[src/ppa_map.svh]
`ifndef PPA_MAP_SVH
`define PPA_MAP_SVH

// Sample and clock timing
`define PPA_CLK_PERIOD_NS   5
`define PPA_SAMPLE_RATE_HZ  833000
`define PPA_SAMPLE_BITS     16
`define PPA_CLK_MHZ         200
`define PPA_MASTER_MHZ      10
`define PPA_BANDWIDTH_HZ    14000

// Current channel dc removal, corner near 260 Hz at the sample rate (the dc estimate drops only PPA_HPF_SHIFT-1 bits)
`define PPA_HPF_SHIFT       10

// Single-pole power low-pass, -3 dB corner in Hz
`define PPA_LPF_CUTOFF_HZ   8
// 2*pi*8/833000 is about 2**-14
`define PPA_LPF_SHIFT       14

// Pulse high time and its cycle count (least time, rounded up)
`define PPA_PULSE_NS        100
`define PPA_PULSE_CYC       ((`PPA_PULSE_NS + `PPA_CLK_PERIOD_NS - 1) / `PPA_CLK_PERIOD_NS)

// Energy quantum per low-rate pulse, one per rate select code
`define PPA_THR_0           48'h0080_0000_0000
`define PPA_THR_1           48'h0100_0000_0000
`define PPA_THR_2           48'h0200_0000_0000
`define PPA_THR_3           48'h0400_0000_0000

// Calibration quantum is the low-rate quantum shifted down
`define PPA_CAL_SHIFT       7

// Pipeline and accumulator widths
`define PPA_PROD_W          32
`define PPA_LP_W            40
`define PPA_ACC_W           48
`define PPA_CNT_W           8

`endif

[src/ppa_pkg.sv]
`include "ppa_map.svh"

package ppa_pkg;

  // Six modulator outputs taken together
  typedef struct packed {
    logic [2:0][`PPA_SAMPLE_BITS-1:0] cur;
    logic [2:0][`PPA_SAMPLE_BITS-1:0] volt;
  } ppa_sample_t;

  // Which low-rate output the next quantum goes to
  typedef enum logic [0:0] {
    PPA_SEL_A = 1'b0,
    PPA_SEL_B = 1'b1
  } ppa_lr_sel_t;

  // Pulse request from the two accumulators
  typedef struct packed {
    logic slow;
    logic cal;
  } ppa_fire_t;

endpackage : ppa_pkg

[src/ppa_top.sv]
`timescale 1ns/100ps
`include "ppa_map.svh"
// Contract
// - Six 16-bit sigma-delta sample streams enter the datapath at the 833 kHz rate.
// - Each current channel is high-pass filtered to strip its dc offset before multiplying.
// - Each phase multiplies its filtered current directly by its voltage.
// - Each phase product is low-pass filtered on its own, keeping its dc term as real power.
// - Total real power is the sum of the three phase real powers.
// - Low-rate pulses come from accumulating total power over a long interval.
// - The calibration pulse uses a much shorter interval and so a higher pulse rate.
// - With the nominal master clock the chain passes input content up to 14 kHz.
// - The sum is the same whichever two of the three phases carry the signal.
// - Sum mode high adds signed phase energies, low adds their absolute values.
// - Two rate select inputs choose one of four scaling quanta for pulse conversion.
// - The phase low-pass is single-pole with its -3 dB corner at 8 Hz.
// - Each low-rate energy quantum appears as an active-high pulse.
module ppa_top (
  // Clock and reset
  input  wire logic                  clk,
  input  wire logic                  rst,
  // Modulator sample stream
  input  wire logic                  smp_valid,
  input  wire ppa_pkg::ppa_sample_t  smp,
  // Mode straps
  input  wire logic                  sum_mode_select,
  input  wire logic                  rate_select_lo,
  input  wire logic                  rate_select_hi,
  // Pulse outputs
  output logic                       calibration_pulse_out,
  output logic                       low_rate_pulse_out_a,
  output logic                       low_rate_pulse_out_b
);
  import ppa_pkg::*;

  localparam int PW = `PPA_PROD_W;
  localparam int LW = `PPA_LP_W;
  localparam int AW = `PPA_ACC_W;
  localparam int CW = `PPA_CNT_W;
  localparam int HS = `PPA_HPF_SHIFT;

  // Stage valids: product, sum, accumulate
  logic [2:0] vld_d, vld_q;

  logic signed [2:0][LW-1:0] lp_q;

  // Per-phase filter and multiplier chain
  genvar ph;
  generate
    for (ph = 0; ph < 3; ph++) begin : g_phase
      logic signed [`PPA_SAMPLE_BITS+HS-1:0] dc_d, dc_q;
      logic signed [`PPA_SAMPLE_BITS:0]      hp_d, hp_q;
      logic signed [`PPA_SAMPLE_BITS-1:0]    v_d, v_q;
      logic signed [PW:0]                    prod;
      logic signed [LW-1:0]                  lp_d, lp_r;
      logic signed [LW-1:0]                  err;

      always_comb begin
        dc_d = dc_q;
        hp_d = hp_q;
        v_d  = v_q;
        prod = '0;
        err  = '0;
        lp_d = lp_r;
        if (smp_valid) begin
          hp_d = $signed({smp.cur[ph][`PPA_SAMPLE_BITS-1], smp.cur[ph]})
               - $signed(dc_q[`PPA_SAMPLE_BITS+HS-1 -: `PPA_SAMPLE_BITS+1]);
          // Sign-extend the residue to the integrator width
          dc_d = dc_q + (`PPA_SAMPLE_BITS+HS)'(hp_d);
          v_d  = $signed(smp.volt[ph]);
        end
        if (vld_q[0]) begin
          prod = (PW+1)'(hp_q * v_q);
          err  = LW'(prod) - lp_r;
          lp_d = lp_r + (err >>> `PPA_LPF_SHIFT);
        end
      end

      always_ff @(posedge clk) begin
        if (rst) begin
          dc_q <= '0;
          hp_q <= '0;
          v_q  <= '0;
          lp_r <= '0;
        end else begin
          dc_q <= dc_d;
          hp_q <= hp_d;
          v_q  <= v_d;
          lp_r <= lp_d;
        end
      end

      assign lp_q[ph] = lp_r;
    end
  endgenerate

  // Phase sum and rate decode
  logic signed [AW-1:0] sum_d, sum_q;
  logic [AW-1:0]        thr_d, thr_q;
  logic signed [AW-1:0] term;

  always_comb begin
    vld_d = {vld_q[1:0], smp_valid};
    sum_d = sum_q;
    term  = '0;
    if (vld_q[1]) begin
      sum_d = '0;
      for (int k = 0; k < 3; k++) begin
        // Element select of a packed array is unsigned; keep the sign
        term = AW'($signed(lp_q[k]));
        if (!sum_mode_select && term < 0) begin
          term = -term;
        end
        sum_d = sum_d + term;
      end
    end
    unique case ({rate_select_hi, rate_select_lo})
      2'h0: thr_d = `PPA_THR_0;
      2'h1: thr_d = `PPA_THR_1;
      2'h2: thr_d = `PPA_THR_2;
      2'h3: thr_d = `PPA_THR_3;
    endcase
  end

  always_ff @(posedge clk) begin
    if (rst) begin
      vld_q <= '0;
      sum_q <= '0;
      thr_q <= `PPA_THR_0;
    end else begin
      vld_q <= vld_d;
      sum_q <= sum_d;
      thr_q <= thr_d;
    end
  end

  // Two accumulators: index 0 low rate, index 1 calibration
  logic [1:0] fire;
  genvar ai;
  generate
    for (ai = 0; ai < 2; ai++) begin : g_acc
      logic signed [AW-1:0] acc_d, acc_q;
      logic signed [AW-1:0] lim;
      logic signed [AW-1:0] nxt;
      logic                 f_d, f_q;

      always_comb begin
        lim   = (ai == 0) ? $signed(thr_q) : $signed(thr_q >> `PPA_CAL_SHIFT);
        nxt   = acc_q + sum_q;
        acc_d = acc_q;
        f_d   = 1'b0;
        if (vld_q[2]) begin
          if (nxt >= lim) begin
            acc_d = nxt - lim;
            f_d   = 1'b1;
          end else if (nxt <= -lim) begin
            // Negative power floors at -lim so reversal banks at most one quantum of debt
            acc_d = -lim;
          end else begin
            acc_d = nxt;
          end
        end
      end

      always_ff @(posedge clk) begin
        if (rst) begin
          acc_q <= '0;
          f_q   <= 1'b0;
        end else begin
          acc_q <= acc_d;
          f_q   <= f_d;
        end
      end

      assign fire[ai] = f_q;
    end
  endgenerate

  // Pulse stretchers and low-rate alternation
  ppa_fire_t         req;
  ppa_lr_sel_t       sel_d, sel_q;
  logic [2:0][CW-1:0] cnt_d, cnt_q;
  logic [2:0]        out_d, out_q;

  assign req.slow = fire[0];
  assign req.cal  = fire[1];

  always_comb begin
    sel_d = sel_q;
    cnt_d = cnt_q;
    for (int k = 0; k < 3; k++) begin
      if (cnt_q[k] != '0) begin
        cnt_d[k] = cnt_q[k] - CW'(1);
      end
    end
    // A new quantum during a pulse on the same output restarts it rather than queueing
    if (req.cal) begin
      cnt_d[2] = CW'(`PPA_PULSE_CYC);
    end
    if (req.slow) begin
      unique case (sel_q)
        PPA_SEL_A: cnt_d[0] = CW'(`PPA_PULSE_CYC);
        PPA_SEL_B: cnt_d[1] = CW'(`PPA_PULSE_CYC);
      endcase
      sel_d = (sel_q == PPA_SEL_A) ? PPA_SEL_B : PPA_SEL_A;
    end
    for (int k = 0; k < 3; k++) begin
      out_d[k] = (cnt_d[k] != '0);
    end
  end

  always_ff @(posedge clk) begin
    if (rst) begin
      sel_q <= PPA_SEL_A;
      cnt_q <= '0;
      out_q <= '0;
    end else begin
      sel_q <= sel_d;
      cnt_q <= cnt_d;
      out_q <= out_d;
    end
  end

  // Outputs straight from flops
  assign low_rate_pulse_out_a  = out_q[0];
  assign low_rate_pulse_out_b  = out_q[1];
  assign calibration_pulse_out = out_q[2];

endmodule : ppa_top

[config.mk]
export PLATFORM = sky130hd
export DESIGN_NAME = ppa_top
export DESIGN_NICKNAME = d
export VERILOG_FILES = /design/src/ppa_pkg.sv /design/src/ppa_top.sv
export VERILOG_INCLUDE_DIRS = /design/src
export SDC_FILE = /design/constraint.sdc
export NUM_CORES = 2
export LEC_CHECK = 0
export BUFFER_PORTS_ARGS = -buffer_cell sky130_fd_sc_hd__buf_4
export CAP_MARGIN = 20
export CORE_MARGIN = 2
export CORE_UTILIZATION = 45
export DETAILED_ROUTE_END_ITERATION = 12
export PLACE_DENSITY_LB_ADDON = 0.08
export SLEW_MARGIN = 20
export SYNTH_ARGS = -nofsm -noshare
export SYNTH_HDL_FRONTEND = slang
export SYNTH_SLANG_ARGS = --single-unit
[constraint.sdc]
create_clock -name clk -period 8.95 [get_ports clk]
set_input_delay 0.4475 -clock clk [delete_from_list [all_inputs] [get_ports clk]]
set_output_delay 0.4475 -clock clk [all_outputs]
set_load 0.05 [all_outputs]
# Yosys cells after proc, flatten, opt, wreduce, memory -nomap -nowiden
# Index checks and enable logic that the tools add are counted.
# classes
shifts	0
div_mod_pow	0
muxes	21
order_cmp	7
mul	3
eq_ne	3
n_bitwise	1
addsub	26
n_reduce_logical	12
# op_table
op	n
$mux W48	10
$add A48 B48 Y48	4
$pmux W48 S4	1
$neg A40 Y48	3
$add A40 B26 Y40	3
$lt A40 B1 Y1 const B	3
$sub A33 B40 Y40	3
$mul A17 B16 Y33	3
$le A48 B48 Y1	2
$add A26 B17 Y26	3
$sub A16 B17 Y17	3
$ge A48 B42 Y1	1
$ge A48 B48 Y1	1
$mux W8	6
$neg A41 Y48	1
$neg A48 Y48	1
$reduce_bool A8 Y1	6
$sub A48 B42 Y48	1
$sub A48 B48 Y48	1
$sub A8 B1 Y8 const B	3
$mux W16	1
$eq A2 B2 Y1 const B	2
$logic_and A1 B1 Y1	3
$mux W1	3
5 further kinds	5
# totals
ram_bits	0
inputBits	102
latchBits	0
rom_bits	0
n_memories	0
wordCells	97
reg_bits	522
out_inout_bits	3

# Logic depth before layout (Yosys ltp)
# depth
ltp_word	6
depth_mapped	44
mapped_depth_nobuf	42

# Worst setup path after synthesis
# OpenSTA, ideal clock, no wires.
# synth_timing
path_type	flip-flop to flip-flop
from	register g_phase[0].v_q[9]
to	register g_phase[0].lp_r[39]
setup_time_ps	70
n_path_buf	2
t_required_ps	8880
slack_ps	-500
period_less_slack_ps	9450
stages_incl_launch_ff	36
t_arrival_ps	9379
cell_sequence	dfxtp_1 -> clkbuf_1 -> clkbuf_1 -> nand2_1 -> fa_1 -> inv_1 -> fa_1 -> fa_1 -> inv_1 -> fa_1 -> fa_1 -> fa_1 -> inv_1 -> ha_1 -> a21o_1 -> a21o_1 -> a32oi_1 -> o21ai_0 -> a311oi_1 -> nor3b_1 -> a221oi_1 -> o2111ai_1 -> a31oi_1 -> o21bai_1 -> xnor2_1 -> ha_1 -> a21o_1 -> a21o_1 -> a21oi_1 -> nand2_1 -> a31oi_1 -> nor4b_1 -> o21ai_0 -> a21boi_0 -> or4_1 -> a21oi_1
# synth_via
elab_chain_cells	3
# synth_lines
item	line	rtl
from (decl)	ppa_top.sv:52	logic signed [`PPA_SAMPLE_BITS-1:0] v_d, v_q;
from (signal assigned)	ppa_top.sv:87	v_q <= v_d;
$mul A17 B16 Y33	ppa_top.sv:72	prod = (PW+1)'(hp_q * v_q);
$sub A33 B40 Y40	ppa_top.sv:73	err = LW'(prod) - lp_r;
$add A40 B26 Y40	ppa_top.sv:74	lp_d = lp_r + (err >>> `PPA_LPF_SHIFT);
to (signal assigned)	ppa_top.sv:88	lp_r <= lp_d;
to (decl)	ppa_top.sv:54	logic signed [LW-1:0] lp_d, lp_r;
# No other way between the ends.
# A chain may end at the register's enable or synchronous reset.

# Worst setup path after layout
# layout_timing
from	register g_phase[2].hp_q[6]
to	register g_phase[2].lp_r[38]
# layout_via
elab_chain_cells	3
# layout_lines
item	line	rtl
from (decl)	ppa_top.sv:51	logic signed [`PPA_SAMPLE_BITS:0] hp_d, hp_q;
from (signal assigned)	ppa_top.sv:86	hp_q <= hp_d;
$mul A17 B16 Y33	ppa_top.sv:72	
$sub A33 B40 Y40	ppa_top.sv:73	
$add A40 B26 Y40	ppa_top.sv:74	
to (signal assigned)	ppa_top.sv:88	
to (decl)	ppa_top.sv:54	
# No other way between the ends.

==> results.yml <==
timing:
  report.final.hold_viol_count: 0
  period_share: 1.020
  fin_crit_ns: 9.132
  fmax_ghz: 0.1095
  slew_headroom: 0.2572
  report.final.slew_viol_count: 0
  worst_pin_slew_ns: 1.114
  rsz0062_at_grt: "yes"
  finalSetupViolations: 7
  finClkSkew_ns: 0.03351
  layout_setup_ws_ns: -0.1816
layout:
  fill_cells: 15730
  layout.nets: 11300
  final_cell_count_no_fill: 11650
  syn2layout_area_growth_pct: 17.20
  drive_gt1_frac: 0.1495
place:
  dp.cells: 11400
  dp_hpwl_mm: 176.6
  gp_congestion: 0.8878
  port_buffers: 104
setup_path:
  cp-start-kind: "flop"
  crit_required_ns: 9.48
  crit_slowest_cell: "fa_1"
  max_stage_delay_ns: 0.56
  worstPathMaxFanout: 8
  crit_top_cell: "fa_1"
  rrSetupSlack_ns: -0.18
  arrival_ns: 9.66
  cpLargestDelayFamily: "compound AO/OA/AOI/OAI gates"
  critPathBufInv: 6
  end_kind: "flop"
  critical_path_class: "reg2reg"
outcome:
  status: "complete, but fails checks"
  violations: "negative setup slack"
grt:
  grt_pass1_wl_mm: 345.7
  overflow: 0
  first_global_vias: 63640
  antenna_found_initial: 2
  grt_start_max_net_pins: 126
  track_usage: 0.2501
clock_tree:
  clk_pin_slew_ns: 0.06
  h-tree-depth: 3
  cts-root-buf: "clkbuf_16"
  cts_sinks: 478
  cts_tree: "done"
  clk_latency_ns: 0.69
  cts_buffers: 69
  cts.path.max_buffers: 3
logic_synthesis:
  yosysWarningCount: 0
  synthCells: 8693
  syn_avg_cell_area_um2: 8.749
  syn_nets: 10600
  synth_area_leaders: "fa_1 (29%), dfxtp_1 (13%), ha_1 (12%)"
  synth_common_cells: "inv_1 (1228), fa_1 (1102), nor2_1 (732)"
  ys_ff_latch: 478
  yosys.area.top_type: "fa_1"
  yosysUniqueCellTypes: 98
  synth_edf_count: 0
  yosys.area.top_type_share: 0.2901
  syn_area_mm2: 0.07606
  async_reset_ff_frac: 0
  synth_ff_type: "dfxtp_1"
  yosysSeqAreaShare: 0.1258
  yosys.cell_count.top_type: "inv_1"
route:
  dr.pass1.iters: 6
  drcViolationCount: 0
  wirelength_mm: 214.1
  wl_per_cell_um: 18.38
  vias_per_cell: 5.313
  drtIter0Drc: 3284
  vias: 61890
  ant_nets: 0
floorplan:
  die_y_um: 415.1
  die-area_mm2: 0.1723
  die_x_um: 415.1
  io_pins: 105
  core_mm2: 0.1676
  start_util: 0.4538
  row_count: 150
hold_path:
  min_path_type: "in2reg"
flow_run:
  cap_viol_max_count: 0
worst min-delay path: stages:
cell and delay, ns:
buf_4 0.08, mux2i_1 0.06, nor2_1 0.09
kinds of logic (layout without fill, tap and decap cells):
group,Yosys count,in the layout,synth area share
AO/OA/AOI/OAI,1570,1570,0.1385
XOR/XNOR,517,517,0.05954
adder cells (fa/ha/maj),1808,1808,0.4062
buffers and inverters,1536,2287,0.07630
flip-flops,478,478,0.1258
multiplexers,270,270,0.03567
other,0,1,0
AND/OR/NAND/NOR,2514,2514,0.1579
cells in the final DEF (no fill, tap or decap), drive strengths merged, types with 217 or more instances in the layout:
| cell type | Yosys | final |
|---|---|---|
| nor2 | 732 | 732 |
| o21ai | 273 | 273 |
| xnor2 | 384 | 384 |
| nand2 | 707 | 707 |
| mux2i | 262 | 262 |
| and2 | 406 | 406 |
| fa | 1102 | 1102 |
| buf | 44 | 892 |
| ha | 706 | 706 |
| a21o | 217 | 217 |
| a21oi | 407 | 407 |
| inv | 1228 | 1230 |
| dfxtp | 478 | 478 |
layout make-up:
class / instances / area [um2] / area share
well taps: 2204 / 2758 / 0.03094
repair buffers: 935 / 7345 / 0.08239
clock inverters: 27 / 415.4 / 0.004660
clock buffers: 97 / 2057 / 0.02308
diodes: 1 / 2.502 / 0.00002807
inverters: 1228 / 4617 / 0.05179
flip-flops and latches: 478 / 9799 / 0.1099
multi-input cells: 6679 / 62150 / 0.6972
per-stage QoR:
step	instance area, um2	hold slack, ns	worst slack (ns)	setup TNS [ns]	util
after floorplan	76220	0.4291	-0.01166	-0.01166	-
after global placement	83870	0.4403	-0.7688	-14.46	0.5004
after detailed placement	83870	0.4507	-0.7872	-17.49	0.5004
after CTS	87920	0.002705	-0.1118	-0.2277	0.5246
after global routing	89140	0.04311	-0.5539	-7.831	0.5318
final	89140	0.03595	-0.1816	-0.5787	0.5319
sequential cells by signal, indices dropped and copies added, names as in the netlist:
signal / flops
g_acc.lim: 4
g_phase.v_q: 48
out_q: 3
sum_q: 48
g_phase.hp_q: 51
g_phase.lp_r: 120
g_acc.f_q: 2
g_phase.dc_q: 78
g_acc.acc_q: 96
cnt_q: 24
sel_q: 1
vld_q: 3
timing repair:
item,4_1_cts,5_1_grt
hold buffers,43,0
hold endpoints to repair,45,0
pin swaps,151,198
endpoints found under the setup margin,45,45
setup buffers,44,39
cloned,0,0
resized for setup,250,228
layer usage:
metal,GRT usage,vias up,share of wire
met1,0.3530,30350,0.48
met5,0,-,0.00012
met3,0.03554,232,0.045
met4,0.06192,4,0.025
met2,0.4028,1144,0.45
li1,-,30160,-
worst paths after layout:
| path | endpoint | startpoint | cells past startpoint |
|---|---|---|---|
| setup / recovery | g_phase[2].lp_r[38]$_SDFFE_PP0P_ | g_phase[2].hp_q[6]$_SDFFE_PP0P_ | 40 |
| hold / removal | g_phase[0].v_q[6]$_SDFFE_PP0P_ | smp[6] | 3 |
| setup reg to reg | g_phase[2].lp_r[38]$_SDFFE_PP0P_ | g_phase[2].hp_q[6]$_SDFFE_PP0P_ | 40 |
| hold reg to reg | g_acc[0].acc_q[11]$_SDFFE_PP0P_ | g_acc[0].acc_q[11]$_SDFFE_PP0P_ | 2 |
Power is not shown: default switching activity piles up to over one toggle a cycle in this logic, so the estimate is an artifact.
